$ cat src/pkg/lsau_regs.svh
// Limits, offsets and register indices of the load/store address unit
`ifndef LSAU_REGS_SVH
`define LSAU_REGS_SVH
`define LSAU_PC_AHEAD 32'h0000_0004
`define LSAU_WORD_MASK 32'hffff_fffc
`define LSAU_STK_WORD_MAX 32'h0000_03fc
`define LSAU_LO_WORD_MAX 32'h0000_007c
`define LSAU_HALF_MAX 32'h0000_003e
`define LSAU_BYTE_MAX 32'h0000_001f
`define LSAU_REL_MAX 32'h0000_03fc
`define LSAU_XBIT 8
`define LSAU_STACK_IDX 4'hd
`define LSAU_LINK_IDX 4'he
`define LSAU_PROG_IDX 4'hf
`endif

$ cat src/pkg/lsau_pkg.sv
// Types shared by the load/store address unit
package lsau_pkg;
    typedef enum logic [3:0] {
        OP_ADR = 4'b0000,
        OP_LD_IMM = 4'b0001,
        OP_LD_REG = 4'b0010,
        OP_LD_LIT = 4'b0011,
        OP_ST_IMM = 4'b0100,
        OP_ST_REG = 4'b0101,
        OP_MULTI_LOAD = 4'b0110,
        OP_MULTI_STORE = 4'b0111,
        OP_PUSH = 4'b1000,
        OP_POP = 4'b1001
    } lsau_op_e;

    typedef enum logic [1:0] {
        SZ_BYTE = 2'b00,
        SZ_HALF = 2'b01,
        SZ_WORD = 2'b10
    } lsau_size_e;

    typedef enum logic [2:0] {
        ST_IDLE = 3'b000,
        ST_SEL = 3'b001,
        ST_ISSUE = 3'b010,
        ST_MEM = 3'b011,
        ST_FIN = 3'b100
    } lsau_state_e;

    typedef struct packed {
        lsau_op_e op;
        lsau_size_e size;
        logic sgn;
        logic base_is_stack;
        logic writeback;
        logic [2:0] transfer_register;
        logic [2:0] base_register;
        logic [31:0] base_val;
        logic [31:0] offset_val;
        logic [31:0] program_counter;
        logic [31:0] store_data;
        logic [8:0] reg_list;
    } lsau_req_s;
endpackage

$ cat src/lsau_core.sv
// Address generation and sequencing for loads, stores, multiples and stack
`timescale 1ns/1ps
`include "lsau_regs.svh"

// Function
// - Relative address adds immediate to program counter into low register
// - No instruction of this group touches the condition flags
// - Unsigned byte and halfword loads are zero extended to 32 bits
// - Stores write full word, low byte or low halfword
// - Immediate forms address base or stack pointer plus immediate
// - Word immediates: stack base 0-1020, low base 0-124, step four
// - Halfword immediates even 0-62; byte immediates 0-31
// - Every access address is a multiple of its size
// - Misaligned access raises the hard fault exception
// - Register-offset loads offer word, zero and sign extended forms
// - Register-offset address is base plus offset register
// - Literal load reads aligned word within 1020 of program counter
// - Program counter used is current instruction address plus four, rounded down to a word boundary
// - Multiples access consecutive words from base upward by four
// - Multiples go in ascending register order
// - Writeback sets base to original base plus four times count
// - Writeback mandatory unless multiple load lists its base
// - Multiples use low registers only and a word aligned base
// - Multiple store of base valid only if base is lowest listed; not checked, no fault is raised
// - Empty register list is illegal
// - Push stores highest at stack pointer minus four, descending
// - Pop reads upward; stack pointer ends above highest loaded
// - Pop into program counter branches after completion, bit 0 to state
// - Stack lists low registers plus link register or program counter
module lsau_core import lsau_pkg::*; (
    input wire logic clk_sys,
    input wire logic rstn,
    input wire logic req_valid,
    input lsau_req_s req,
    output logic req_ready,
    output logic mem_req,
    output logic mem_we,
    output logic [31:0] mem_addr,
    output logic [3:0] mem_be,
    output logic [31:0] mem_wdata,
    input wire logic mem_ack,
    input wire logic [31:0] mem_rdata,
    output logic [3:0] rf_raddr,
    input wire logic [31:0] rf_rdata,
    output logic rf_we,
    output logic [3:0] rf_waddr,
    output logic [31:0] rf_wdata,
    output logic flags_we,
    output logic br_valid,
    output logic [31:0] br_target,
    output logic tbit,
    output logic hard_fault,
    output logic done
);
    // ------------------------------------------------------------
    // Declarations
    // ------------------------------------------------------------
    lsau_state_e st_q, st_d;
    lsau_op_e op_q, op_d;
    lsau_size_e size_q, size_d;
    logic sgn_q, sgn_d, multi_q, multi_d, wb_q, wb_d;
    logic [31:0] addr_q, addr_d, wbv_q, wbv_d, sdata_q, sdata_d;
    logic [31:0] brt_q, brt_d;
    logic [8:0] list_q, list_d;
    logic [3:0] idx_q, idx_d, wbreg_q, wbreg_d;
    logic pcload_q, pcload_d;
    logic ready_q, ready_d, mreq_q, mreq_d, mwe_q, mwe_d;
    logic [31:0] maddr_q, maddr_d, mwdata_q, mwdata_d;
    logic [3:0] mbe_q, mbe_d, raddr_q, raddr_d, waddr_q, waddr_d;
    logic rfwe_q, rfwe_d, flg_q, flg_d, brv_q, brv_d, tbit_q, tbit_d;
    logic [31:0] wdata_q, wdata_d, brtgt_q, brtgt_d;
    logic fault_q, fault_d, done_q, done_d;
    logic fire, legal, mis, bad, eff_word, list_ok, xbit;
    logic [3:0] cnt, low;
    logic [31:0] span, pc_word, ad, wbv, rdb;
    logic [3:0] l_be;
    logic [31:0] l_wlane, l_ldval, l_sdata;
    logic [8:0] list_nx;

    assign fire = req_valid && ready_q;

    // ------------------------------------------------------------
    // Request check and address forming
    // ------------------------------------------------------------
    always_comb begin
        cnt = 4'h0;
        for (int i = 0; i < 9; i++) begin
            cnt = cnt + {3'h0, req.reg_list[i]};
        end
        span = {26'h0, cnt, 2'b00};
        pc_word = (req.program_counter + `LSAU_PC_AHEAD)
                  & `LSAU_WORD_MASK;
        rdb = req.base_val;
        list_ok = (req.reg_list != 9'h000);
        xbit = req.reg_list[`LSAU_XBIT];
        legal = 1'b1;
        ad = rdb + req.offset_val;
        wbv = rdb + span;
        eff_word = (req.size == SZ_WORD);
        case (req.op)
            OP_ADR, OP_LD_LIT: begin
                ad = pc_word + req.offset_val;
                legal = (req.offset_val <= `LSAU_REL_MAX)
                        && (req.offset_val[1:0] == 2'h0);
                eff_word = 1'b1;
            end
            OP_LD_IMM, OP_ST_IMM: begin
                case (req.size)
                    SZ_WORD: legal = (req.offset_val[1:0] == 2'h0)
                        && (req.offset_val <= (req.base_is_stack ?
                        `LSAU_STK_WORD_MAX : `LSAU_LO_WORD_MAX));
                    SZ_HALF: legal = !req.base_is_stack
                        && (req.offset_val <= `LSAU_HALF_MAX)
                        && !req.offset_val[0];
                    default: legal = !req.base_is_stack
                        && (req.offset_val <= `LSAU_BYTE_MAX);
                endcase
            end
            OP_LD_REG, OP_ST_REG: legal = 1'b1;
            OP_MULTI_LOAD: begin
                ad = rdb;
                eff_word = 1'b1;
                legal = list_ok && !xbit && (req.writeback
                        != req.reg_list[req.base_register]);
            end
            OP_MULTI_STORE: begin
                ad = rdb;
                eff_word = 1'b1;
                legal = list_ok && !xbit && req.writeback;
            end
            OP_PUSH: begin
                ad = rdb - span;
                wbv = rdb - span;
                eff_word = 1'b1;
                legal = list_ok;
            end
            OP_POP: begin
                ad = rdb;
                eff_word = 1'b1;
                legal = list_ok;
            end
            default: legal = 1'b0;
        endcase
        if (eff_word) begin
            mis = (ad[1:0] != 2'h0);
        end else if (req.size == SZ_HALF) begin
            mis = ad[0];
        end else begin
            mis = 1'b0;
        end
        bad = !legal || (mis && req.op != OP_ADR);
    end

    // ------------------------------------------------------------
    // Lane steering
    // ------------------------------------------------------------
    // Multiple stores take data from the register file read port
    assign l_sdata = multi_q ? rf_rdata : sdata_q;

    lsau_lane u_lane (
        .size(size_q),
        .sgn(sgn_q),
        .lsb(addr_q[1:0]),
        .sdata(l_sdata),
        .rdata(mem_rdata),
        .be(l_be),
        .wlane(l_wlane),
        .ldval(l_ldval)
    );

    // ------------------------------------------------------------
    // Sequencer
    // ------------------------------------------------------------
    always_comb begin
        st_d = st_q; op_d = op_q; size_d = size_q; sgn_d = sgn_q;
        multi_d = multi_q; wb_d = wb_q; addr_d = addr_q;
        wbv_d = wbv_q; sdata_d = sdata_q; brt_d = brt_q;
        list_d = list_q; idx_d = idx_q; wbreg_d = wbreg_q;
        pcload_d = pcload_q; ready_d = ready_q; mreq_d = mreq_q;
        mwe_d = mwe_q; maddr_d = maddr_q; mwdata_d = mwdata_q;
        mbe_d = mbe_q; raddr_d = raddr_q; waddr_d = waddr_q;
        wdata_d = wdata_q; brtgt_d = brtgt_q; tbit_d = tbit_q;
        rfwe_d = 1'b0; brv_d = 1'b0; fault_d = 1'b0; done_d = 1'b0;
        flg_d = 1'b0;
        low = 4'h0;
        for (int i = 8; i >= 0; i--) begin
            if (list_q[i]) begin
                low = 4'(i);
            end
        end
        list_nx = list_q & ~(9'h001 << low);
        case (st_q)
            ST_IDLE: begin
                if (fire) begin
                    op_d = req.op;
                    size_d = req.size;
                    sgn_d = req.sgn && (req.op == OP_LD_REG);
                    addr_d = ad;
                    sdata_d = req.store_data;
                    list_d = req.reg_list;
                    wbv_d = wbv;
                    idx_d = {1'b0, req.transfer_register};
                    pcload_d = 1'b0;
                    if (bad) begin
                        fault_d = 1'b1;
                    end else if (req.op == OP_ADR) begin
                        rfwe_d = 1'b1;
                        waddr_d = {1'b0, req.transfer_register};
                        wdata_d = ad;
                        done_d = 1'b1;
                    end else if (req.op >= OP_MULTI_LOAD) begin
                        multi_d = 1'b1;
                        size_d = SZ_WORD;
                        sgn_d = 1'b0;
                        wb_d = req.writeback || req.op >= OP_PUSH;
                        wbreg_d = (req.op >= OP_PUSH) ? `LSAU_STACK_IDX
                                  : {1'b0, req.base_register};
                        ready_d = 1'b0;
                        st_d = ST_SEL;
                    end else begin
                        multi_d = 1'b0;
                        wb_d = 1'b0;
                        if (req.op == OP_LD_LIT) begin
                            size_d = SZ_WORD;
                            sgn_d = 1'b0;
                        end
                        ready_d = 1'b0;
                        st_d = ST_ISSUE;
                    end
                end
            end
            ST_SEL: begin
                // Lowest set bit first keeps addresses ascending
                if (low == 4'h8) begin
                    idx_d = (op_q == OP_PUSH) ? `LSAU_LINK_IDX
                            : `LSAU_PROG_IDX;
                end else begin
                    idx_d = low;
                end
                raddr_d = idx_d;
                st_d = ST_ISSUE;
            end
            ST_ISSUE: begin
                mreq_d = 1'b1;
                mwe_d = (op_q == OP_ST_IMM) || (op_q == OP_ST_REG)
                        || (op_q == OP_MULTI_STORE) || (op_q == OP_PUSH);
                maddr_d = addr_q;
                mbe_d = l_be;
                mwdata_d = l_wlane;
                st_d = ST_MEM;
            end
            ST_MEM: begin
                if (mem_ack) begin
                    mreq_d = 1'b0;
                    mwe_d = 1'b0;
                    if (!mwe_q) begin
                        if (multi_q && idx_q == `LSAU_PROG_IDX) begin
                            brt_d = mem_rdata;
                            pcload_d = 1'b1;
                        end else begin
                            rfwe_d = 1'b1;
                            waddr_d = idx_q;
                            wdata_d = l_ldval;
                        end
                    end
                    if (!multi_q) begin
                        done_d = 1'b1;
                        ready_d = 1'b1;
                        st_d = ST_IDLE;
                    end else begin
                        list_d = list_nx;
                        addr_d = addr_q + 32'h0000_0004;
                        st_d = (list_nx == 9'h000) ? ST_FIN : ST_SEL;
                    end
                end
            end
            ST_FIN: begin
                // Base update only after the last bus word
                if (wb_q) begin
                    rfwe_d = 1'b1;
                    waddr_d = wbreg_q;
                    wdata_d = wbv_q;
                end
                if (pcload_q) begin
                    brv_d = 1'b1;
                    brtgt_d = {brt_q[31:1], 1'b0};
                    tbit_d = brt_q[0];
                end
                done_d = 1'b1;
                ready_d = 1'b1;
                st_d = ST_IDLE;
            end
            default: st_d = ST_IDLE;
        endcase
    end

    always_ff @(posedge clk_sys or negedge rstn) begin
        if (!rstn) begin
            st_q <= ST_IDLE; op_q <= OP_ADR; size_q <= SZ_WORD;
            sgn_q <= 1'b0; multi_q <= 1'b0; wb_q <= 1'b0;
            addr_q <= 32'h0; wbv_q <= 32'h0; sdata_q <= 32'h0;
            brt_q <= 32'h0; list_q <= 9'h000; idx_q <= 4'h0;
            wbreg_q <= 4'h0; pcload_q <= 1'b0; ready_q <= 1'b1;
            mreq_q <= 1'b0; mwe_q <= 1'b0; maddr_q <= 32'h0;
            mwdata_q <= 32'h0; mbe_q <= 4'h0; raddr_q <= 4'h0;
            waddr_q <= 4'h0; wdata_q <= 32'h0; brtgt_q <= 32'h0;
            tbit_q <= 1'b0; rfwe_q <= 1'b0; brv_q <= 1'b0;
            fault_q <= 1'b0; done_q <= 1'b0; flg_q <= 1'b0;
        end else begin
            st_q <= st_d; op_q <= op_d; size_q <= size_d;
            sgn_q <= sgn_d; multi_q <= multi_d; wb_q <= wb_d;
            addr_q <= addr_d; wbv_q <= wbv_d; sdata_q <= sdata_d;
            brt_q <= brt_d; list_q <= list_d; idx_q <= idx_d;
            wbreg_q <= wbreg_d; pcload_q <= pcload_d; ready_q <= ready_d;
            mreq_q <= mreq_d; mwe_q <= mwe_d; maddr_q <= maddr_d;
            mwdata_q <= mwdata_d; mbe_q <= mbe_d; raddr_q <= raddr_d;
            waddr_q <= waddr_d; wdata_q <= wdata_d; brtgt_q <= brtgt_d;
            tbit_q <= tbit_d; rfwe_q <= rfwe_d; brv_q <= brv_d;
            fault_q <= fault_d; done_q <= done_d; flg_q <= flg_d;
        end
    end

    // ------------------------------------------------------------
    // Outputs
    // ------------------------------------------------------------
    assign req_ready = ready_q;
    assign mem_req = mreq_q;
    assign mem_we = mwe_q;
    assign mem_addr = maddr_q;
    assign mem_be = mbe_q;
    assign mem_wdata = mwdata_q;
    assign rf_raddr = raddr_q;
    assign rf_we = rfwe_q;
    assign rf_waddr = waddr_q;
    assign rf_wdata = wdata_q;
    assign flags_we = flg_q;
    assign br_valid = brv_q;
    assign br_target = brtgt_q;
    assign tbit = tbit_q;
    assign hard_fault = fault_q;
    assign done = done_q;
endmodule

$ cat src/lsau_lane.sv
// Byte lane steering for stores and extension for loads
`timescale 1ns/1ps
module lsau_lane import lsau_pkg::*; (
    input lsau_size_e size,
    input wire logic sgn,
    input wire logic [1:0] lsb,
    input wire logic [31:0] sdata,
    input wire logic [31:0] rdata,
    output logic [3:0] be,
    output logic [31:0] wlane,
    output logic [31:0] ldval
);
    logic [7:0] b;
    logic [15:0] h;

    always_comb begin
        b = 8'h00;
        h = 16'h0000;
        case (size)
            SZ_BYTE: begin
                be = 4'h1 << lsb;
                wlane = {4{sdata[7:0]}};
                case (lsb)
                    2'h0: b = rdata[7:0];
                    2'h1: b = rdata[15:8];
                    2'h2: b = rdata[23:16];
                    default: b = rdata[31:24];
                endcase
                ldval = sgn ? {{24{b[7]}}, b} : {24'h000000, b};
            end
            SZ_HALF: begin
                be = lsb[1] ? 4'hc : 4'h3;
                wlane = {2{sdata[15:0]}};
                h = lsb[1] ? rdata[31:16] : rdata[15:0];
                ldval = sgn ? {{16{h[15]}}, h} : {16'h0000, h};
            end
            default: begin
                be = 4'hf;
                wlane = sdata;
                ldval = rdata;
            end
        endcase
    end
endmodule

$ cat config.mk
export PLATFORM = sky130hd
export DESIGN_NAME = lsau_core
export DESIGN_NICKNAME = d
export VERILOG_FILES = /design/src/pkg/lsau_pkg.sv /design/src/lsau_core.sv /design/src/lsau_lane.sv
export VERILOG_INCLUDE_DIRS = /design/src /design/src/pkg
export SDC_FILE = /design/constraint.sdc
export NUM_CORES = 1
export LEC_CHECK = 0
export ABC_CLOCK_PERIOD_IN_PS = 5120
export BUFFER_PORTS_ARGS = -buffer_cell sky130_fd_sc_hd__buf_2
export CORE_ASPECT_RATIO = 1.2
export CORE_MARGIN = 4
export CORE_UTILIZATION = 39
export CTS_BUF_LIST = sky130_fd_sc_hd__clkbuf_8
export DETAILED_ROUTE_END_ITERATION = 7
export PLACE_DENSITY_LB_ADDON = 0.1
export RECOVER_POWER = 25
export SYNTH_ARGS = -nofsm -noshare
export SYNTH_HDL_FRONTEND = slang
export SYNTH_HIERARCHICAL = 1
export SYNTH_SLANG_ARGS = --single-unit
export TNS_END_PERCENT = 10
$ cat constraint.sdc
create_clock -name clk_sys -period 5.12 [get_ports clk_sys]
set_clock_uncertainty 0.1 [all_clocks]
set_input_delay 0.256 -clock clk_sys [delete_from_list [all_inputs] [get_ports clk_sys]]
set_output_delay 0.256 -clock clk_sys [all_outputs]
set_load 0.005 [all_outputs]
==> flow_summary.rst <==
.. list-table::
   :header-rows: 1

   * - Metric
     - Value
   * - Maximum resistive drop on vdd
     - 0.296 mV
   * - Pwr per Cell Area
     - 467 mW/mm^2
   * - CTS sink count
     - 305
   * - Latest clock arrival within the worst-skew pair
     - 0.64 ns
   * - Initial core utilization
     - 39.3%
   * - Routed vias/inst
     - 5.64
   * - Slew headroom
     - -99.3%
   * - Clock-pin slew on the worst setup and hold paths
     - 0.05 ns
   * - Count of input and output buffers
     - 364
   * - CTS Buf Count
     - 52
   * - Class of the tightest hold or removal check
     - input port to flip-flop
   * - Final hold violation count
     - 0
   * - Max-slew violations
     - 116
   * - Setup-violating endpoint count in the final report
     - 0
   * - Final Wtd Congestion
     - 0.904
   * - Most used flip-flop cell after synthesis
     - sky130_fd_sc_hd__dfrtp_1
   * - Cell chosen for the clock root
     - sky130_fd_sc_hd__clkbuf_8
   * - Utilization after layout
     - 48.7%
   * - Number of standard-cell rows in the floorplan
     - 93
   * - Netlist cell types
     - 88
   * - # DRC
     - 0
   * - Core Box Area
     - 0.0536 mm^2
   * - Overall die area
     - 0.0579 mm^2
   * - Antenna violations before repair
     - 3
   * - Final clock period utilization by the worst path
     - 96.3%
   * - Number of standard cells after synthesis
     - 2388
   * - Required time of the critical path
     - 5.50 ns
   * - Measured slew at the worst slew-check pin
     - 2.99 ns
   * - Post-CTS Setup Inserts
     - 0
   * - Worst Setup End Kind
     - flip-flop
   * - Clock H-tree levels
     - 2
   * - Crit Path Class
     - input port to flip-flop
   * - Remaining antenna violation count after routing
     - 0
   * - Post-synth ARST share
     - 100%
   * - Summed instance area of the synthesized netlist
     - 0.0211 mm^2
   * - Proportion of layout cells with a drive suffix above 1
     - 23.9%
   * - Total of fill cells in the finished design
     - 5251
   * - DR pass1 iterations
     - 6
   * - Avg Inst Size Synth
     - 8.83 um^2
   * - Width of the chip
     - 220 um
   * - Finished layout cell area
     - 0.0261 mm^2
   * - Vertical die dimension
     - 263 um
   * - I/O pins
     - 369
   * - Congestion Overflow GR
     - 0
   * - Routed wire length
     - 80100 um
   * - Pin count of the biggest net entering global routing
     - 118
   * - Post-detailed-placement cell area
     - 0.0238 mm^2
   * - Area delta synth->final
     - 23.9%
   * - Leakage power
     - 11.8 nW
   * - Clk buf depth
     - 3
   * - Total Routing Usage GR
     - 26.6%
   * - Number of synthesized register bits
     - 305
   * - RSZ-0062 raised after global routing
     - no
   * - Startpoint class of the critical path
     - input port
   * - Maximum operating frequency
     - 203 MHz
   * - Max-cap violations
     - 1
   * - Number of flops mapped to enable cells by yosys
     - 0
   * - Via count
     - 20.4k
   * - Number of global-route vias before repair
     - 20.0k
   * - Status
     - finished, violations left
   * - DP HPWL
     - 60900 um
   * - Yosys warning count
     - 6
   * - Number of violations reported at the end of detailed-routing iteration 0
     - 1393
   * - Share of synthesized area occupied by flip-flops and latches
     - 36.2%
   * - Net count, final
     - 3174
   * - Data arrival time of the worst path
     - 5.30 ns
   * - Wire length of the first global-routing pass
     - 121000 um
   * - Failing checks
     - max-capacitance violations, max-slew violations
   * - CTS tree
     - built
   * - CP Max Fanout
     - 4
   * - Minimum clock period
     - 4.93 ns
   * - Detail-routed net length per standard cell
     - 22.2 um
registers in the layout (all words and copies together) (netlist names), 2 cells and up:
| register | flops |
|---|---|
| addr_q | 32 |
| brt_q | 32 |
| mem_addr | 32 |
| mem_wdata | 32 |
| rf_wdata | 32 |
| sdata_q | 32 |
| wbv_q | 32 |
| br_target | 31 |
| list_q | 9 |
| idx_q | 4 |
| mem_be | 4 |
| op_q | 4 |
| rf_raddr | 4 |
| rf_waddr | 4 |
| wbreg_q | 4 |
| st_q | 3 |
| size_q | 2 |
report_power, final:
part	switching [W]	internal, W
clock network	0.00103	0.00113
registers	0.000795	0.00338
logic	0.00341	0.00247
metrics by stage:
| step | worst slack (ns) | hold slack (ns) | total power, W | std cells | setup TNS [ns] |
|---|---|---|---|---|---|
| finish | 0.191 | 0.0536 | 0.0122 | 3613 | 0 |
| global route | 0.000886 | 0.0422 | 0.0131 | 3613 | 0 |
| CTS | 0.165 | 0.000231 | 0.0123 | 3612 | 0 |
| detailed placement | -0.347 | 0.295 | 0.0100 | 3386 | -6.98 |
| global placement | -0.273 | 0.300 | 0.00991 | 3386 | -5.46 |
| floorplan | 0.0642 | -0.140 | 0.00774 | 2389 | 0 |
metal layers:
layer	up-vias	track usage, %	share of wire [%]
li1	9616	-	-
met1	9965	37.7	45
met2	672	42.6	46
met3	112	3.98	6.7
met4	4	7.32	2.6
met5	-	0	0.034
worst max-delay path, stage by stage:
cell	delay [ns]
sky130_fd_sc_hd__dlygate4sd3_1	0.54
sky130_fd_sc_hd__buf_2	0.13
sky130_fd_sc_hd__inv_1	0.08
sky130_fd_sc_hd__fa_1	0.57
sky130_fd_sc_hd__fa_1	0.43
sky130_fd_sc_hd__fa_1	0.44
sky130_fd_sc_hd__fa_1	0.43
sky130_fd_sc_hd__xnor2_2	0.16
sky130_fd_sc_hd__inv_1	0.06
sky130_fd_sc_hd__ha_1	0.18
sky130_fd_sc_hd__o21bai_1	0.19
sky130_fd_sc_hd__a211o_1	0.37
sky130_fd_sc_hd__or4_1	0.55
sky130_fd_sc_hd__nor3_1	0.20
sky130_fd_sc_hd__o21ai_0	0.13
sky130_fd_sc_hd__a211oi_2	0.21
sky130_fd_sc_hd__a21oi_1	0.06
sky130_fd_sc_hd__o211ai_1	0.17
sky130_fd_sc_hd__o21ai_0	0.12
what timing repair did:
| action | in CTS | in global routing |
|---|---|---|
| setup endpoints to repair | 0 | 15 |
| endpoints found under the hold margin | 256 | 0 |
| gates resized for setup | 0 | 5 |
| hold buffers | 138 | 0 |
cell type report:
type | instances | area, um^2 | share of cell area [%]
repair buffers | 578 | 3740 | 14.3
well taps | 712 | 891 | 3.41
multi-input cells | 1867 | 12600 | 48.3
clock inverters | 24 | 120 | 0.460
flip-flops and latches | 305 | 7630 | 29.2
inverters | 62 | 233 | 0.891
diodes | 1 | 2.50 | 0.00958
clock buffers | 64 | 881 | 3.37
cells in the mapped netlist, drive strengths merged (9+ instances only):
library cell  count  area share, %
a211oi           15           0.56
a21o             20           0.71
a21oi           156            3.7
a221o            10           0.47
a221oi           17           0.77
a22oi            39            1.4
a31oi            45            1.3
and2             11           0.33
and3             33           0.98
and4             10           0.42
buf              44            1.3
clkbuf          111            2.0
dfrtp           303             36
fa                9           0.85
ha               79            4.7
inv              62            1.1
mux2            175            9.3
mux2i            30            1.4
nand2           337            6.0
nand3            71            1.7
nand4            36            1.1
nor2            149            2.7
nor2b            21           0.62
nor3             45            1.1
nor3b             9           0.32
nor4             15           0.50
o211ai           24           0.85
o21a             15           0.53
o21ai           183            4.3
o21bai           17           0.61
o22ai            16           0.47
o31ai            12           0.45
or2              12           0.36
or3              14           0.42
or4              11           0.45
xnor2            77            3.2
xor2             51            2.1
cells by family after synthesis:
logic type	after synthesis	share of synthesized area, %
and+or+nand+nor	798	17.8
xor gates and xnor gates	128	5.32
buffers and inverters	217	4.33
DFF	305	36.2
other	1	0.0178
muxes	212	11.5
adders and majority gates	89	5.59
AOI/OAI and AO/OA	638	19.2
cells in the final DEF (no fill, tap or decap), types with 45 or more instances in the layout:
master and n:
sky130_fd_sc_hd__nor2_1 145, sky130_fd_sc_hd__dfrtp_1 303, sky130_fd_sc_hd__inv_1 80, sky130_fd_sc_hd__o21ai_0 173, sky130_fd_sc_hd__xor2_1 51, sky130_fd_sc_hd__nand2_1 333
sky130_fd_sc_hd__nand3_1 70, sky130_fd_sc_hd__dlygate4sd3_1 138, sky130_fd_sc_hd__xnor2_1 76, sky130_fd_sc_hd__clkbuf_8 64, sky130_fd_sc_hd__mux2_2 175, sky130_fd_sc_hd__buf_4 74
sky130_fd_sc_hd__a21oi_1 153, sky130_fd_sc_hd__a31oi_1 45, sky130_fd_sc_hd__buf_2 319, sky130_fd_sc_hd__ha_1 79
path summary, 6_finish.rpt:
| kind | startpoint | end | slack, ns | cells after the start |
|---|---|---|---|---|
| min in group asynchronous | rstn | sdata_q[6] | 0.98 | 2 |
| worst min-delay path | req[117] | wbv_q[12] | 0.05 | 3 |
| worst max register to register | st_q[0] | addr_q[25] | 1.58 | 10 |
| worst max-delay path | req[5] | rf_wdata[18] | 0.19 | 19 |
| max in group asynchronous | rstn | mem_addr[9] | 1.86 | 3 |
| worst min register to register | sdata_q[16] | sdata_q[16] | 0.38 | 2 |
No activity file was read; power rests on OpenSTA's default activity.
